**src/hup_pkg.sv**
```systemverilog
/*
 Shared constants for the host serial port: registers, fields, reset values, timing.
 Assumes a 25 MHz system clock and an Avalon-MM register master on the same clock.
*/
// How it works
// Character is start bit, eight data bits LSB first, one stop, no parity.
// Transmitter and receiver run at once on separate lines.
// Two-line or four-line mode with flow lines chosen by a control bit.
// Primary port baud rate programmable between 9600 and 921600 bit/s. Code clamps the divider to 2..163, about 9586 to 781250 bit/s.
// After reset the primary port runs at 115200 bit/s.
// Secondary port fixed at 9600 bit/s, no flow control or wake.
// Secondary port off by default, test mode only, never with primary.
// At least 12 idle character times between messages; gap is programmable.
// Receiver detects and reports character timeout, overrun and framing errors.
// Flow control off after reset; when on, drive request, obey clear.
// Optional wake pin asserted a programmable time, default 10 ms, before sending.
// In test mode a control bit swaps data pins to the secondary port.
// Data pins become serial only after reset release, two-wire first.
// Host waits 150 us after test reset completes before next command.
// Flow lines active low; request low means ready, clear high stalls.
// Framing error on low stop bit; overrun when unread character is replaced.
// Receiver samples bit centres with 16x oversampling, resyncing on start edge.
package hup_pkg;
	localparam int unsigned hup_clk_hz = 25000000;
	localparam int unsigned hup_oversample = 16;
	// Divider value is clock / (16 * baud), rounded
	localparam logic [15:0] hup_div_reset = 16'h000E;
	localparam logic [15:0] hup_div_9600 = 16'h00A3;
	localparam logic [15:0] hup_div_min = 16'h0002;
	localparam logic [15:0] hup_div_max = 16'h00A3;
	localparam logic [15:0] hup_gap_reset = 16'h000C;
	localparam int unsigned hup_wake_ms = 10;
	localparam logic [31:0] hup_wake_reset = 32'(hup_wake_ms * (hup_clk_hz / 1000));
	localparam int unsigned hup_cto_chars = 4;
	localparam int unsigned hup_test_reset_wait_us = 150;
	// Register word offsets (byte address = 4 * index)
	localparam logic [3:0] hup_reg_data = 4'h0;
	localparam logic [3:0] hup_reg_status = 4'h1;
	localparam logic [3:0] hup_reg_ctrl = 4'h2;
	localparam logic [3:0] hup_reg_baud = 4'h3;
	localparam logic [3:0] hup_reg_gap = 4'h4;
	localparam logic [3:0] hup_reg_wake = 4'h5;
	// Control fields
	localparam int unsigned hup_ctl_en = 0;
	localparam int unsigned hup_ctl_flow = 1;
	localparam int unsigned hup_ctl_wake = 2;
	localparam int unsigned hup_ctl_test = 3;
	localparam int unsigned hup_ctl_swap = 4;
	localparam int unsigned hup_ctl_eom = 5;
	localparam logic [5:0] hup_ctl_reset = 6'h00;
	// Status fields
	localparam int unsigned hup_st_rxv = 0;
	localparam int unsigned hup_st_txr = 1;
	localparam int unsigned hup_st_ovr = 2;
	localparam int unsigned hup_st_frm = 3;
	localparam int unsigned hup_st_cto = 4;
	localparam int unsigned hup_st_busy = 5;
endpackage : hup_pkg

```
**src/hup_line_if.sv**
```systemverilog
/*
 Carrier between the core and its serial engines: one tick, one character each way.
 Assumes all parties run on clk_sys.
*/
`timescale 1ns/1ps
interface hup_line_if;
	logic tick;
	logic tx_start;
	logic [7:0] tx_byte;
	logic tx_busy;
	logic tx_line;
	logic rx_line;
	logic rx_done;
	logic rx_ferr;
	logic [7:0] rx_byte;
	modport tx (input tick, input tx_start, input tx_byte, output tx_busy, output tx_line);
	modport rx (input tick, input rx_line, output rx_done, output rx_ferr, output rx_byte);
	modport core (output tick, output tx_start, output tx_byte, input tx_busy, input tx_line,
		output rx_line, input rx_done, input rx_ferr, input rx_byte);
endinterface : hup_line_if

```
**src/hup_core.sv**
```systemverilog
/*
 Host serial port top: Avalon-MM registers, baud divider, pin routing, flow,
 message gap, host wake and receive error tracking.
 Assumes pins arrive from another domain; Avalon master shares clk_sys.
*/
// Local design decisions: the register offsets and the Avalon-MM register port.
`timescale 1ns/1ps
module hup_core
	import hup_pkg::*;
(
	input wire logic clk_sys,
	input wire logic reset,
	input wire logic [3:0] avs_address,
	input wire logic avs_read,
	input wire logic avs_write,
	input wire logic [31:0] avs_writedata,
	input wire logic [3:0] avs_byteenable,
	output logic [31:0] avs_readdata,
	output logic avs_waitrequest,
	output logic pri_tx,
	input wire logic pri_rx,
	output logic rx_flow_request_n,
	input wire logic tx_clear_n,
	output logic sec_tx,
	output logic sec_tx_oe,
	input wire logic sec_rx,
	output logic host_wake,
	output logic pins_assigned
);
	hup_line_if lif ();

	logic [1:0] pri_rx_s_q;
	logic [1:0] sec_rx_s_q;
	logic [1:0] clr_s_q;
	logic [5:0] ctl_q;
	logic [15:0] div_q;
	logic [15:0] gap_q;
	logic [31:0] wake_q;
	logic [15:0] bcnt_q;
	logic tick_q;
	logic [7:0] rxd_q;
	logic rxv_q;
	logic ovr_q;
	logic frm_q;
	logic cto_q;
	logic [7:0] txd_q;
	logic txv_q;
	logic [3:0] tick16_q;
	logic [15:0] idle_q;
	logic [15:0] gapc_q;
	logic eom_q;
	logic [31:0] wcnt_q;
	logic woke_q;
	logic ack_q;
	logic [31:0] rdata_q;
	logic sec_sel;
	logic flow_on;
	logic send_ok;
	logic wr;
	logic rd;
	logic rd_data;
	logic wr_data;
	logic wr_status;
	logic [31:0] ctl_m;
	logic [31:0] div_m;
	logic [31:0] gap_m;
	logic [31:0] status_w;

	// ----------------------------------------
	// Helpers
	// ----------------------------------------
	function automatic logic [31:0] hup_merge(input logic [31:0] old, input logic [31:0] nw,
		input logic [3:0] be);
		logic [31:0] r;
		r = old;
		for (int i = 0; i < 4; i++) begin
			if (be[i]) begin
				r[8*i +: 8] = nw[8*i +: 8];
			end
		end
		return r;
	endfunction : hup_merge

	function automatic logic [15:0] hup_clamp(input logic [15:0] v);
		if (v < hup_div_min) begin
			return hup_div_min;
		end
		if (v > hup_div_max) begin
			return hup_div_max;
		end
		return v;
	endfunction : hup_clamp

	function automatic logic hup_hit(input logic strobe, input logic [3:0] addr,
		input logic [3:0] idx);
		return strobe && (addr == idx);
	endfunction : hup_hit

	// ----------------------------------------
	// Pin synchronisers
	// ----------------------------------------
	always_ff @(posedge clk_sys) begin
		if (reset) begin
			pri_rx_s_q <= 2'b11;
			sec_rx_s_q <= 2'b11;
			clr_s_q <= 2'b11;
		end else begin
			pri_rx_s_q <= {pri_rx_s_q[0], pri_rx};
			sec_rx_s_q <= {sec_rx_s_q[0], sec_rx};
			clr_s_q <= {clr_s_q[0], tx_clear_n};
		end
	end

	// Secondary only when test mode and swap both set, so never both live
	assign sec_sel = ctl_q[hup_ctl_test] && ctl_q[hup_ctl_swap];
	assign flow_on = ctl_q[hup_ctl_flow] && !sec_sel;

	// ----------------------------------------
	// Pin routing
	// ----------------------------------------
	assign lif.rx_line = sec_sel ? sec_rx_s_q[1] : pri_rx_s_q[1];
	assign pri_tx = (ctl_q[hup_ctl_en] && !sec_sel) ? lif.tx_line : 1'b1;
	assign sec_tx = lif.tx_line;
	assign sec_tx_oe = ctl_q[hup_ctl_en] && sec_sel;
	// Pins are handed to the port only after reset, on enable
	assign pins_assigned = ctl_q[hup_ctl_en];
	// Ready to accept while holding no unread character
	assign rx_flow_request_n = flow_on ? rxv_q : 1'b1;

	// ----------------------------------------
	// Serial engines
	// ----------------------------------------
	// One shared tick, so a rate change hits both directions at once
	hup_tx tx_u (
		.clk_sys(clk_sys),
		.reset(reset),
		.lif(lif)
	);
	hup_rx rx_u (
		.clk_sys(clk_sys),
		.reset(reset),
		.lif(lif)
	);

	// ----------------------------------------
	// Baud divider
	// ----------------------------------------
	always_ff @(posedge clk_sys) begin
		if (reset) begin
			bcnt_q <= 16'h0000;
			tick_q <= 1'b0;
		end else begin
			tick_q <= 1'b0;
			if (bcnt_q == 16'h0000) begin
				bcnt_q <= (sec_sel ? hup_div_9600 : div_q) - 16'h0001;
				tick_q <= 1'b1;
			end else begin
				bcnt_q <= bcnt_q - 16'h0001;
			end
		end
	end
	assign lif.tick = tick_q;

	// ----------------------------------------
	// Registers
	// ----------------------------------------
	assign wr = avs_write && !ack_q;
	assign rd = avs_read && !ack_q;
	assign avs_waitrequest = (avs_read || avs_write) && !ack_q;
	assign avs_readdata = rdata_q;
	assign rd_data = hup_hit(rd, avs_address, hup_reg_data);
	assign wr_data = hup_hit(wr, avs_address, hup_reg_data);
	assign wr_status = hup_hit(wr, avs_address, hup_reg_status);
	// Lanes merged on the full word, then cut to the field width
	assign ctl_m = hup_merge({26'h0, ctl_q}, avs_writedata, avs_byteenable);
	assign div_m = hup_merge({16'h0, div_q}, avs_writedata, avs_byteenable);
	assign gap_m = hup_merge({16'h0, gap_q}, avs_writedata, avs_byteenable);

	// Status word built from the field positions
	always_comb begin
		status_w = 32'h0000_0000;
		status_w[hup_st_rxv] = rxv_q;
		status_w[hup_st_txr] = !txv_q;
		status_w[hup_st_ovr] = ovr_q;
		status_w[hup_st_frm] = frm_q;
		status_w[hup_st_cto] = cto_q;
		status_w[hup_st_busy] = lif.tx_busy;
	end

	always_ff @(posedge clk_sys) begin
		if (reset) begin
			ctl_q <= hup_ctl_reset;
			div_q <= hup_div_reset;
			gap_q <= hup_gap_reset;
			wake_q <= hup_wake_reset;
		end else if (wr) begin
			case (avs_address)
				hup_reg_ctrl: ctl_q <= ctl_m[5:0];
				hup_reg_baud: div_q <= hup_clamp(div_m[15:0]);
				hup_reg_gap: gap_q <= gap_m[15:0];
				hup_reg_wake: wake_q <= hup_merge(wake_q, avs_writedata, avs_byteenable);
				default: ;
			endcase
		end
	end

	always_ff @(posedge clk_sys) begin
		if (reset) begin
			ack_q <= 1'b0;
			rdata_q <= 32'h0000_0000;
		end else begin
			ack_q <= (avs_read || avs_write) && !ack_q;
			if (rd) begin
				case (avs_address)
					hup_reg_data: rdata_q <= {24'h0, rxd_q};
					hup_reg_status: rdata_q <= status_w;
					hup_reg_ctrl: rdata_q <= {26'h0, ctl_q};
					hup_reg_baud: rdata_q <= {16'h0, div_q};
					hup_reg_gap: rdata_q <= {16'h0, gap_q};
					hup_reg_wake: rdata_q <= wake_q;
					default: rdata_q <= 32'h0000_0000;
				endcase
			end
		end
	end

	// ----------------------------------------
	// Receive holding and errors
	// ----------------------------------------
	always_ff @(posedge clk_sys) begin
		if (reset) begin
			rxd_q <= 8'h00;
			rxv_q <= 1'b0;
			ovr_q <= 1'b0;
			frm_q <= 1'b0;
		end else begin
			if (rd_data) begin
				rxv_q <= 1'b0;
			end
			if (wr_status) begin
				ovr_q <= ovr_q & ~avs_writedata[hup_st_ovr];
				frm_q <= frm_q & ~avs_writedata[hup_st_frm];
			end
			// Hardware set wins over a same-cycle clear
			if (lif.rx_done) begin
				rxd_q <= lif.rx_byte;
				rxv_q <= 1'b1;
				if (rxv_q && !rd_data) begin
					ovr_q <= 1'b1;
				end
				if (lif.rx_ferr) begin
					frm_q <= 1'b1;
				end
			end
		end
	end

	// Character timeout: unread data with the line idle for four characters
	always_ff @(posedge clk_sys) begin
		if (reset) begin
			tick16_q <= 4'h0;
			idle_q <= 16'h0000;
			cto_q <= 1'b0;
		end else begin
			if (wr_status) begin
				cto_q <= cto_q & ~avs_writedata[hup_st_cto];
			end
			if (lif.rx_done || !lif.rx_line || !rxv_q) begin
				idle_q <= 16'h0000;
				tick16_q <= 4'h0;
			end else if (tick_q) begin
				tick16_q <= tick16_q + 4'h1;
				if (tick16_q == 4'hF) begin
					idle_q <= idle_q + 16'h0001;
					if (idle_q == 16'((hup_cto_chars * 10) - 1)) begin
						cto_q <= 1'b1;
					end
				end
			end
		end
	end

	// ----------------------------------------
	// Transmit path: gap, wake, clear
	// ----------------------------------------
	assign send_ok = txv_q && !lif.tx_busy && gapc_q == 16'h0000 && woke_q
		&& !(flow_on && clr_s_q[1]);
	assign lif.tx_start = send_ok;
	assign lif.tx_byte = txd_q;

	always_ff @(posedge clk_sys) begin
		if (reset) begin
			txd_q <= 8'h00;
			txv_q <= 1'b0;
			eom_q <= 1'b0;
		end else begin
			if (send_ok) begin
				txv_q <= 1'b0;
			end
			if (wr_data && !txv_q && avs_byteenable[0]) begin
				txd_q <= avs_writedata[7:0];
				txv_q <= 1'b1;
				eom_q <= ctl_q[hup_ctl_eom];
			end
		end
	end

	// Gap counted in character times after the last byte of a message
	always_ff @(posedge clk_sys) begin
		if (reset) begin
			gapc_q <= 16'h0000;
		end else if (send_ok && eom_q) begin
			gapc_q <= 16'((32'(gap_q) + 32'd1) * hup_oversample * 10);
		end else if (tick_q && gapc_q != 16'h0000) begin
			gapc_q <= gapc_q - 16'h0001;
		end
	end

	// Wake held while sending; timer restarts when idle
	always_ff @(posedge clk_sys) begin
		if (reset) begin
			wcnt_q <= 32'h0000_0000;
			woke_q <= 1'b1;
			host_wake <= 1'b0;
		end else if (!ctl_q[hup_ctl_wake] || sec_sel) begin
			woke_q <= 1'b1;
			host_wake <= 1'b0;
			wcnt_q <= 32'h0000_0000;
		end else if (!txv_q && !lif.tx_busy) begin
			woke_q <= 1'b0;
			host_wake <= 1'b0;
			wcnt_q <= 32'h0000_0000;
		end else begin
			host_wake <= 1'b1;
			if (wcnt_q >= wake_q) begin
				woke_q <= 1'b1;
			end else begin
				wcnt_q <= wcnt_q + 32'h0000_0001;
			end
		end
	end
endmodule : hup_core

```
**src/hup_tx.sv**
```systemverilog
/*
 Serial transmitter, 16x tick based.
 Assumes tx_start only while tx_busy is low.
*/
`timescale 1ns/1ps
module hup_tx
	import hup_pkg::*;
(
	input wire logic clk_sys,
	input wire logic reset,
	hup_line_if.tx lif
);
	logic [8:0] sh_q;
	logic [3:0] bit_q;
	logic [3:0] sub_q;
	logic busy_q;

	// ----------------------------------------
	// Shifter
	// ----------------------------------------
	always_ff @(posedge clk_sys) begin
		if (reset) begin
			sh_q <= 9'h1FF;
			bit_q <= 4'h0;
			sub_q <= 4'h0;
			busy_q <= 1'b0;
		end else if (!busy_q) begin
			if (lif.tx_start) begin
				sh_q <= {lif.tx_byte, 1'b0};
				bit_q <= 4'h0;
				sub_q <= 4'h0;
				busy_q <= 1'b1;
			end
		end else if (lif.tick) begin
			sub_q <= sub_q + 4'h1;
			if (sub_q == 4'hF) begin
				sh_q <= {1'b1, sh_q[8:1]};
				bit_q <= bit_q + 4'h1;
				if (bit_q == 4'h9) begin
					busy_q <= 1'b0;
				end
			end
		end
	end

	// Stop bit is the idle fill shifted in
	assign lif.tx_line = busy_q ? sh_q[0] : 1'b1;
	assign lif.tx_busy = busy_q;
endmodule : hup_tx

```
**src/hup_rx.sv**
```systemverilog
/*
 Serial receiver with 16x oversampling.
 Assumes rx_line is already synchronised to clk_sys.
*/
`timescale 1ns/1ps
module hup_rx
	import hup_pkg::*;
(
	input wire logic clk_sys,
	input wire logic reset,
	hup_line_if.rx lif
);
	typedef enum logic [1:0] {hup_idle, hup_start, hup_data, hup_stop} hup_rx_t;
	hup_rx_t st_q;
	logic [3:0] sub_q;
	logic [2:0] bit_q;
	logic [7:0] sh_q;
	logic done_q;
	logic ferr_q;
	logic [7:0] byte_q;

	// ----------------------------------------
	// Receive state
	// ----------------------------------------
	always_ff @(posedge clk_sys) begin
		if (reset) begin
			st_q <= hup_idle;
			sub_q <= 4'h0;
			bit_q <= 3'h0;
			sh_q <= 8'h00;
			done_q <= 1'b0;
			ferr_q <= 1'b0;
			byte_q <= 8'h00;
		end else begin
			done_q <= 1'b0;
			if (lif.tick) begin
				sub_q <= sub_q + 4'h1;
				case (st_q)
					hup_idle: begin
						sub_q <= 4'h0;
						if (!lif.rx_line) begin
							st_q <= hup_start;
						end
					end
					hup_start: begin
						if (sub_q == 4'h7) begin
							sub_q <= 4'h0;
							bit_q <= 3'h0;
							st_q <= lif.rx_line ? hup_idle : hup_data;
						end
					end
					hup_data: begin
						if (sub_q == 4'hF) begin
							sh_q <= {lif.rx_line, sh_q[7:1]};
							bit_q <= bit_q + 3'h1;
							if (bit_q == 3'h7) begin
								st_q <= hup_stop;
							end
						end
					end
					hup_stop: begin
						if (sub_q == 4'hF) begin
							byte_q <= sh_q;
							ferr_q <= !lif.rx_line;
							done_q <= 1'b1;
							st_q <= hup_idle;
						end
					end
					default: st_q <= hup_idle;
				endcase
			end
		end
	end

	assign lif.rx_done = done_q;
	assign lif.rx_ferr = ferr_q;
	assign lif.rx_byte = byte_q;
endmodule : hup_rx

```
**config.mk**
```make
export PLATFORM = sky130hd
export DESIGN_NAME = hup_core
export DESIGN_NICKNAME = d
export VERILOG_FILES = /design/src/hup_pkg.sv /design/src/hup_line_if.sv /design/src/hup_core.sv /design/src/hup_tx.sv /design/src/hup_rx.sv
export SDC_FILE = /design/constraint.sdc
export NUM_CORES = 1
export LEC_CHECK = 0
export ABC_AREA = 0
export BUFFER_PORTS_ARGS = -buffer_cell sky130_fd_sc_hd__buf_4
export CAP_MARGIN = 20
export CORE_ASPECT_RATIO = 0.6
export CORE_MARGIN = 3
export CORE_UTILIZATION = 45
export CTS_CLUSTER_SIZE = 20
export DETAILED_ROUTE_END_ITERATION = 12
export GPL_TIMING_DRIVEN = 0
export PLACE_DENSITY = 0.77
export SLEW_MARGIN = 40
export SYNTH_ARGS = -nofsm -noshare
export SYNTH_HDL_FRONTEND = slang
export SYNTH_SLANG_ARGS = --single-unit
```
**constraint.sdc**
```tcl
create_clock -name clk_sys -period 2.5 [get_ports clk_sys]
set_input_delay 0.25 -clock clk_sys [delete_from_list [all_inputs] [get_ports clk_sys]]
set_output_delay 0.25 -clock clk_sys [all_outputs]
set_load 0.1 [all_outputs]
```
=== Word level (Yosys, flattened, before mapping) ===
Cells that the tools add are included.

* Add/sub/neg operators: 11
* Multipliers: 1
* Magnitude comparators: 3
* Equality and inequality tests: 22
* Mux-type cells: 71
* Bitwise gates (word level): 8
* Reduce and logical (&&, ||, !) cells: 65

{| class="wikitable"
|+ Operators by type and width
! operator !! number
|-
| one-hot mux 32 bit (6 select lines) || 1
|-
| 2-to-1 mux 16 bit || 8
|-
| subtractor 16 x 1 -> 16 bit (second input constant) || 3
|-
| 2-to-1 mux 1 bit || 38
|-
| 2-to-1 mux 9 bit || 4
|-
| adder 32 x 1 -> 32 bit (second input constant) || 1
|-
| greater-or-equal comparator 32 bit || 1
|-
| logical NOT 16 bit || 2
|-
| AND reduction 3 bit || 10
|-
| 2-to-1 mux 4 bit || 7
|-
| logical AND 1 bit || 21
|-
| adder 16 x 1 -> 17 bit (second input constant) || 1
|-
| multiplier 17 x 3 -> 11 bit (second input constant) || 1
|-
| adder 16 x 1 -> 16 bit (second input constant) || 1
|-
| adder 4 x 1 -> 4 bit (second input constant) || 4
|-
| equality test 16 x 6 -> 1 bit (second input constant) || 1
|-
| equality test 4 bit (second input constant) || 4
|-
| > comparator 16 x 8 -> 1 bit (second input constant) || 1
|-
| < comparator 16 x 2 -> 1 bit (second input constant) || 1
|-
| 2-to-1 mux 8 bit || 2
|-
| nonzero test 16 bit || 1
|-
| equality test 4 x 3 -> 1 bit (second input constant) || 3
|-
| 2-to-1 mux 2 bit || 6
|-
| nonzero test 2 bit || 6
|-
| 23 further kinds || 53
|}

* Flip-flop bits (word level): 263
* Input bits: 47
* Output and inout port bits: 39
* Logic and storage cells: 222

=== Logic depth before layout (Yosys ltp) ===
* Depth in word-level cells: 12
* Depth in mapped cells: 14
* Depth with buffers taken out: 13

=== Hierarchy ===
Synthesis repeated with hierarchy kept, for this count alone.

* Cells, all modules: 1513
* Area total of the unflattened synthesis: 12861.1 sq um

{| class="wikitable"
|+ Modules (own cells, without submodules)
! module !! times used !! cells an instance !! area each (sq um) !! sequential area each (sq um)
|-
| hup_core || 1 || 1283 || 10779.1 || 4364.2
|-
| hup_rx || 1 || 132 || 1218.7 || 540.5
|-
| hup_tx || 1 || 98 || 863.3 || 360.3
|}

=== Worst setup path after synthesis ===
OpenSTA, ideal clock, no wires.

* Path kind: reg-to-reg
* Start point: register gap_q[4]
* End point: register gapc_q[15]
* Library setup time: 0.128 ns
* Arrival time: 2.517 ns
* Data required time: 2.372 ns
* Slack: -0.145 ns
* Cell stages (with the launch flop): 14
* Buffers on the path: 1
* Clock period less this slack: 2.645 ns
* Cells stage by stage: dfxtp_1 clkbuf_1 and4_1 nand2_1 nor2_1 xor2_1 ha_1 ha_1 nand2_1 o21ai_0 nor4_1 nor3_1 xnor2_1 o22ai_1

* Cells in the longest elaborated chain, start to end: 3

{| class="wikitable"
|+ Ends and longest elaborated chain
! element !! line !! RTL
|-
| start: declaration || hup_core.sv:37 || <nowiki>logic [15:0] gap_q;</nowiki>
|-
| start signal: assignment || hup_core.sv:194 || <nowiki>gap_q <= hup_gap_reset;</nowiki>
|-
| start signal: assignment || hup_core.sv:200 || <nowiki>hup_reg_gap: gap_q <= gap_m[15:0];</nowiki>
|-
| adder 16 x 1 -> 17 bit || hup_core.sv:313 || <nowiki>gapc_q <= 16'((32'(gap_q) + 32'd1) * hup_oversample * 10);</nowiki>
|-
| multiplier 17 x 3 -> 11 bit || hup_core.sv:313 ||
|-
| 2-to-1 mux 16 bit || hup_core.sv:312 || <nowiki>end else if (send_ok && eom_q) begin</nowiki>
|-
| end signal: assignment || hup_core.sv:313 ||
|-
| end signal: assignment || hup_core.sv:315 || <nowiki>gapc_q <= gapc_q - 16'h0001;</nowiki>
|-
| end: declaration || hup_core.sv:50 || <nowiki>logic [15:0] gapc_q;</nowiki>
|}

Every way passes these cells.
A chain may end at the register's enable or synchronous reset.

=== Worst setup path in the final report ===
* Start point: register wake_q[2]
* End point: register wcnt_q[22]

* Cells in the longest elaborated chain, start to end: 1

{| class="wikitable"
|+ Ends and longest elaborated chain
! element !! line !! RTL
|-
| start: declaration || hup_core.sv:38 || <nowiki>logic [31:0] wake_q;</nowiki>
|-
| start signal: assignment || hup_core.sv:195 || <nowiki>wake_q <= hup_wake_reset;</nowiki>
|-
| start signal: assignment || hup_core.sv:201 || <nowiki>hup_reg_wake: wake_q <= hup_merge(wake_q, avs_writedata, avs_byteenable);</nowiki>
|-
| greater-or-equal comparator 32 bit || hup_core.sv:335 || <nowiki>if (wcnt_q >= wake_q) begin</nowiki>
|-
| end signal: assignment || hup_core.sv:338 || <nowiki>wcnt_q <= wcnt_q + 32'h0000_0001;</nowiki>
|-
| end: declaration || hup_core.sv:52 || <nowiki>logic [31:0] wcnt_q;</nowiki>
|}

Every way passes these cells.

==> summary.md <==
| Metric | Value |
|---|---|
| Commonest non-fill, non-tap cell in the layout | `dfxtp_1` |
| Die area | `30600 sq um` |
| Post-Synthesis Cell Area | `12810 sq um` |
| Startpoint Class | `flop` |
| Total power | `10.38 mW` |
| Pins over their slew limit | `0` |
| Placed Area | `13950 sq um` |
| Commonest cells after routing, fill and taps aside | `dfxtp_1, nor2_1, nand2_1` |
| Worst hold start | `avs_writedata[3]` |
| Min cycle time layout | `~2.8 ns` |
| Die height | `about 140 um` |
| Violated checks | `setup timing` |
| Worst skew pair latency | `~0.56 ns` |
| Synth warn | `0` |
| RePlAce Congestion | `between 0.9 and 1` |
| Crit path max fanout | `4` |
| Row count | `47` |
| Post-Syn Area per Cell | `roughly 8.4 sq um` |
| Synth Register Bits | `~260` |
| Starting Density | `46.07%` |
| Max cap viols | `0` |
| Area delta synth->final | `29.24%` |
| Post-route insts no fill | `2100` |
| Setup WS pre-CTS | `-0.6581 ns` |
| Required @ worst endpoint | `about 3.0 ns` |
| WL final | `roughly 45000 um` |
| Pleak | `around 6.4 nW` |
| Root Buffer | `clkbuf_16` |
| Vias | `roughly 13000` |
| N_diodes | `0` |
| Cells along the critical path | `inv_2, ha_4, a211o_1, a31oi_4, o31ai_4, a211o_4, a2111oi_4, or4b_1, a21oi_1` |
| First-pass GRT wire length | `roughly 67000 um` |
| TritonCTS clock tree | `done` |
| Worst EP arrival | `roughly 3.3 ns` |
| Clk pin slew, worst setup/hold paths | `roughly 0.070 ns` |
| Hold_ws | `0.01437 ns` |
| CP endpoint kind | `flop` |
| Seq/Total Area, Yosys | `41.09%` |
| Grt total ovfl | `0` |
| Status | `finished with violations` |
| Detail Route Antenna Nets | `0` |
| Layout cell share with drive strength beyond 1 | `20.48%` |
| Hold Crit Class | `in2reg` |
| Final setup vio count | `35` |
| Final nets | `1822` |
| Vias in the first global route | `approximately 12000` |
| Placed cells | `about 2000` |
| Slew @ Worst Pin | `0.9082 ns` |
| Final hold violations | `0` |
| Max-slew headroom | `about two fifths` |
| R2R Setup Slk | `-0.35 ns` |
| Maximum vdd ir drop | `0.5063 mV` |
| Iter 0 DRT Violations | `around 1800` |
| Library cells used by synthesis | `between 70 and 80` |
| Die W | `about 220 um` |
| Dominant synthesized flop cell | `dfxtp_1` |
| Power per cell area | `about 630 nW/um^2` |
| Setup ws final | `-0.3461 ns` |
| Core area | `27820 sq um` |
| Vias per cell | `6.101` |
| Setup_tns | `-5.420 ns` |
| Number of flops mapped to enable cells by yosys | `0` |
| Hold Path Depth | `3` |
| Worst Hold End | `wake_q[3]` |
| WL/cell | `~22 um` |
| Initial antenna violation count | `1` |
| CTS Buf Count | `26` |
| Final Core Density | `approximately three fifths` |
| Fmax | `~350 MHz` |
| Largest net degree at the start of global routing | `15` |
| Setup CP Type | `reg2reg` |
| I/O pins | `86` |
| Syn Nets | `between 1500 and 2000` |
| Dpl hpwl | `between 30000 and 40000 um` |
| Worst Skew | `0.02313 ns` |
| Port Buffers | `84` |
| Crit Reg-Reg Endpoint | `wcnt_q[22]` |
| Crit share post-route | `113.8%` |
| Max stage delay on crit path | `around 0.5 ns` |
| Final instance area | `approximately 17000 sq um` |
| Worst r2r src | `wake_q[2]` |
| Reg2reg path depth | `9` |
| Post-synth ARST share | `0%` |
| Remaining DRCs | `0` |
| CTS H-Tree Depth | `1` |
| Clk sink count | `around 260` |
| Total track usage | `27.68%` |
| RSZ-0062 raised after global routing | `yes` |
| Drt pass-1 iters | `7` |
| Clock buffer depth | `3` |
| Post-synthesis cell count | `between 1500 and 2000` |
| Critical path's slowest cell | `or4b_1` |
-- layout make-up --
| class | instances | area (sq um) |
|---|---|---|
| fill | 2272 | 11260 |
| multi-input combinational | 1131 | 7941 |
| sequential | 263 | 5318 |
| timing repair buffer | 175 | 1466 |
| clock buffer | 36 | 729.5 |
| tap | 367 | 459.2 |
| buffer | 62 | 321.6 |
| inverter | 54 | 202.7 |
| clock inverter | 12 | 121.4 |
-- registers in the layout (all words and copies together) (netlist names), 2 cells and up, named ones only --
register          count
rxd_q                 8
idle_q               16
sec_rx_s_q            2
tick16_q              4
ctl_q                 6
tx_u.sub_q            4
bcnt_q               16
lif.tx_byte           8
rx_u.sub_q            4
gap_q                16
tx_u.bit_q            4
rx_u.lif.rx_byte      8
tx_u.sh_q             9
wake_q               32
div_q                16
clr_s_q               2
wcnt_q               32
gapc_q               16
rx_u.bit_q            3
rx_u.sh_q             8
pri_rx_s_q            2
avs_readdata         32
-- critical path, delay by kind of cell, from the launching register on --
kind                     cells  cell delay (ns)
AO/OA/AOI/OAI                6             1.63
adder cells (fa/ha/maj)      1             0.22
buffers and inverters        1             0.06
flip-flops                   1             0.35
AND/OR/NAND/NOR              1             0.50
-- power by group --
| group | internal [mW] | switching [mW] |
|---|---|---|
| clock network | 2.26 | 1.74 |
| logic | 0.699 | 1.21 |
| registers | 4.31 | 0.159 |
-- cell usage after synthesis (9+ instances only) --
| library cell | instances | share of area [%] |
|---|---|---|
| dfxtp_1 | 263 | 41 |
| nor4_1 | 23 | 1.1 |
| nor3_1 | 38 | 1.5 |
| and2_1 | 13 | 0.63 |
| xor2_1 | 35 | 2.4 |
| nand2b_1 | 19 | 0.93 |
| inv_1 | 53 | 1.6 |
| a222oi_1 | 12 | 0.94 |
| xnor2_1 | 28 | 1.9 |
| o21ai_0 | 30 | 1.2 |
| nor2_1 | 185 | 5.4 |
| buf_1 | 9 | 0.26 |
| ha_1 | 61 | 6.0 |
| a21oi_1 | 140 | 5.5 |
| nand3_1 | 51 | 2.0 |
| nand2_1 | 177 | 5.2 |
| mux2i_1 | 81 | 6.3 |
| or3_1 | 13 | 0.63 |
| and3_1 | 28 | 1.4 |
| clkbuf_1 | 54 | 1.6 |
| nand4_1 | 28 | 1.4 |
| or4_1 | 14 | 0.82 |
| o31ai_1 | 13 | 0.76 |
| a22oi_1 | 11 | 0.64 |
-- cell families after synthesis --
| kind of cell | after synthesis | synth area share [%] |
|---|---|---|
| compound gates | 287 | 14.27 |
| xor+xnor | 63 | 4.306 |
| fa+ha+maj | 62 | 6.113 |
| buf+inv | 125 | 3.779 |
| flops | 263 | 41.09 |
| mux | 89 | 7.031 |
| simple gates | 630 | 23.42 |
-- timing repair --
action                                  in CTS  in global routing
buffers inserted                            42                 14
endpoints found under the setup margin     103                104
endpoints found under the hold margin       39                  0
resized for setup                          135                 90
hold buffers                                32                  0
gates cloned                                 3                  1
pin swaps                                   59                 54
-- worst max path at each step --
stage,slack [ns],to,start,cells after the start
3_3_place_gp,-0.61,bcnt_q[14],bcnt_q[13],11
4_1_cts,-0.19,wcnt_q[22],wcnt_q[5],8
5_1_grt,-0.34,wcnt_q[20],wake_q[2],9
3_5_place_dp,-0.66,wake_q[20],avs_address[1],8
6_report,-0.35,wcnt_q[22],wake_q[2],9
2_1_floorplan,-0.1,wcnt_q[20],wake_q[2],9
-- layer usage --
| metal | wire [um] | up-vias | GRT usage, % |
|---|---|---|---|
| li1 | - | 5785 | - |
| met1 | 19850 | 6092 | 39.66 |
| met2 | 18140 | 778 | 38.86 |
| met3 | 5492 | 157 | 8.789 |
| met4 | 1938 | 0 | 9.901 |
| met5 | 0 | - | 0 |
Power figures use the tool's default switching activity.
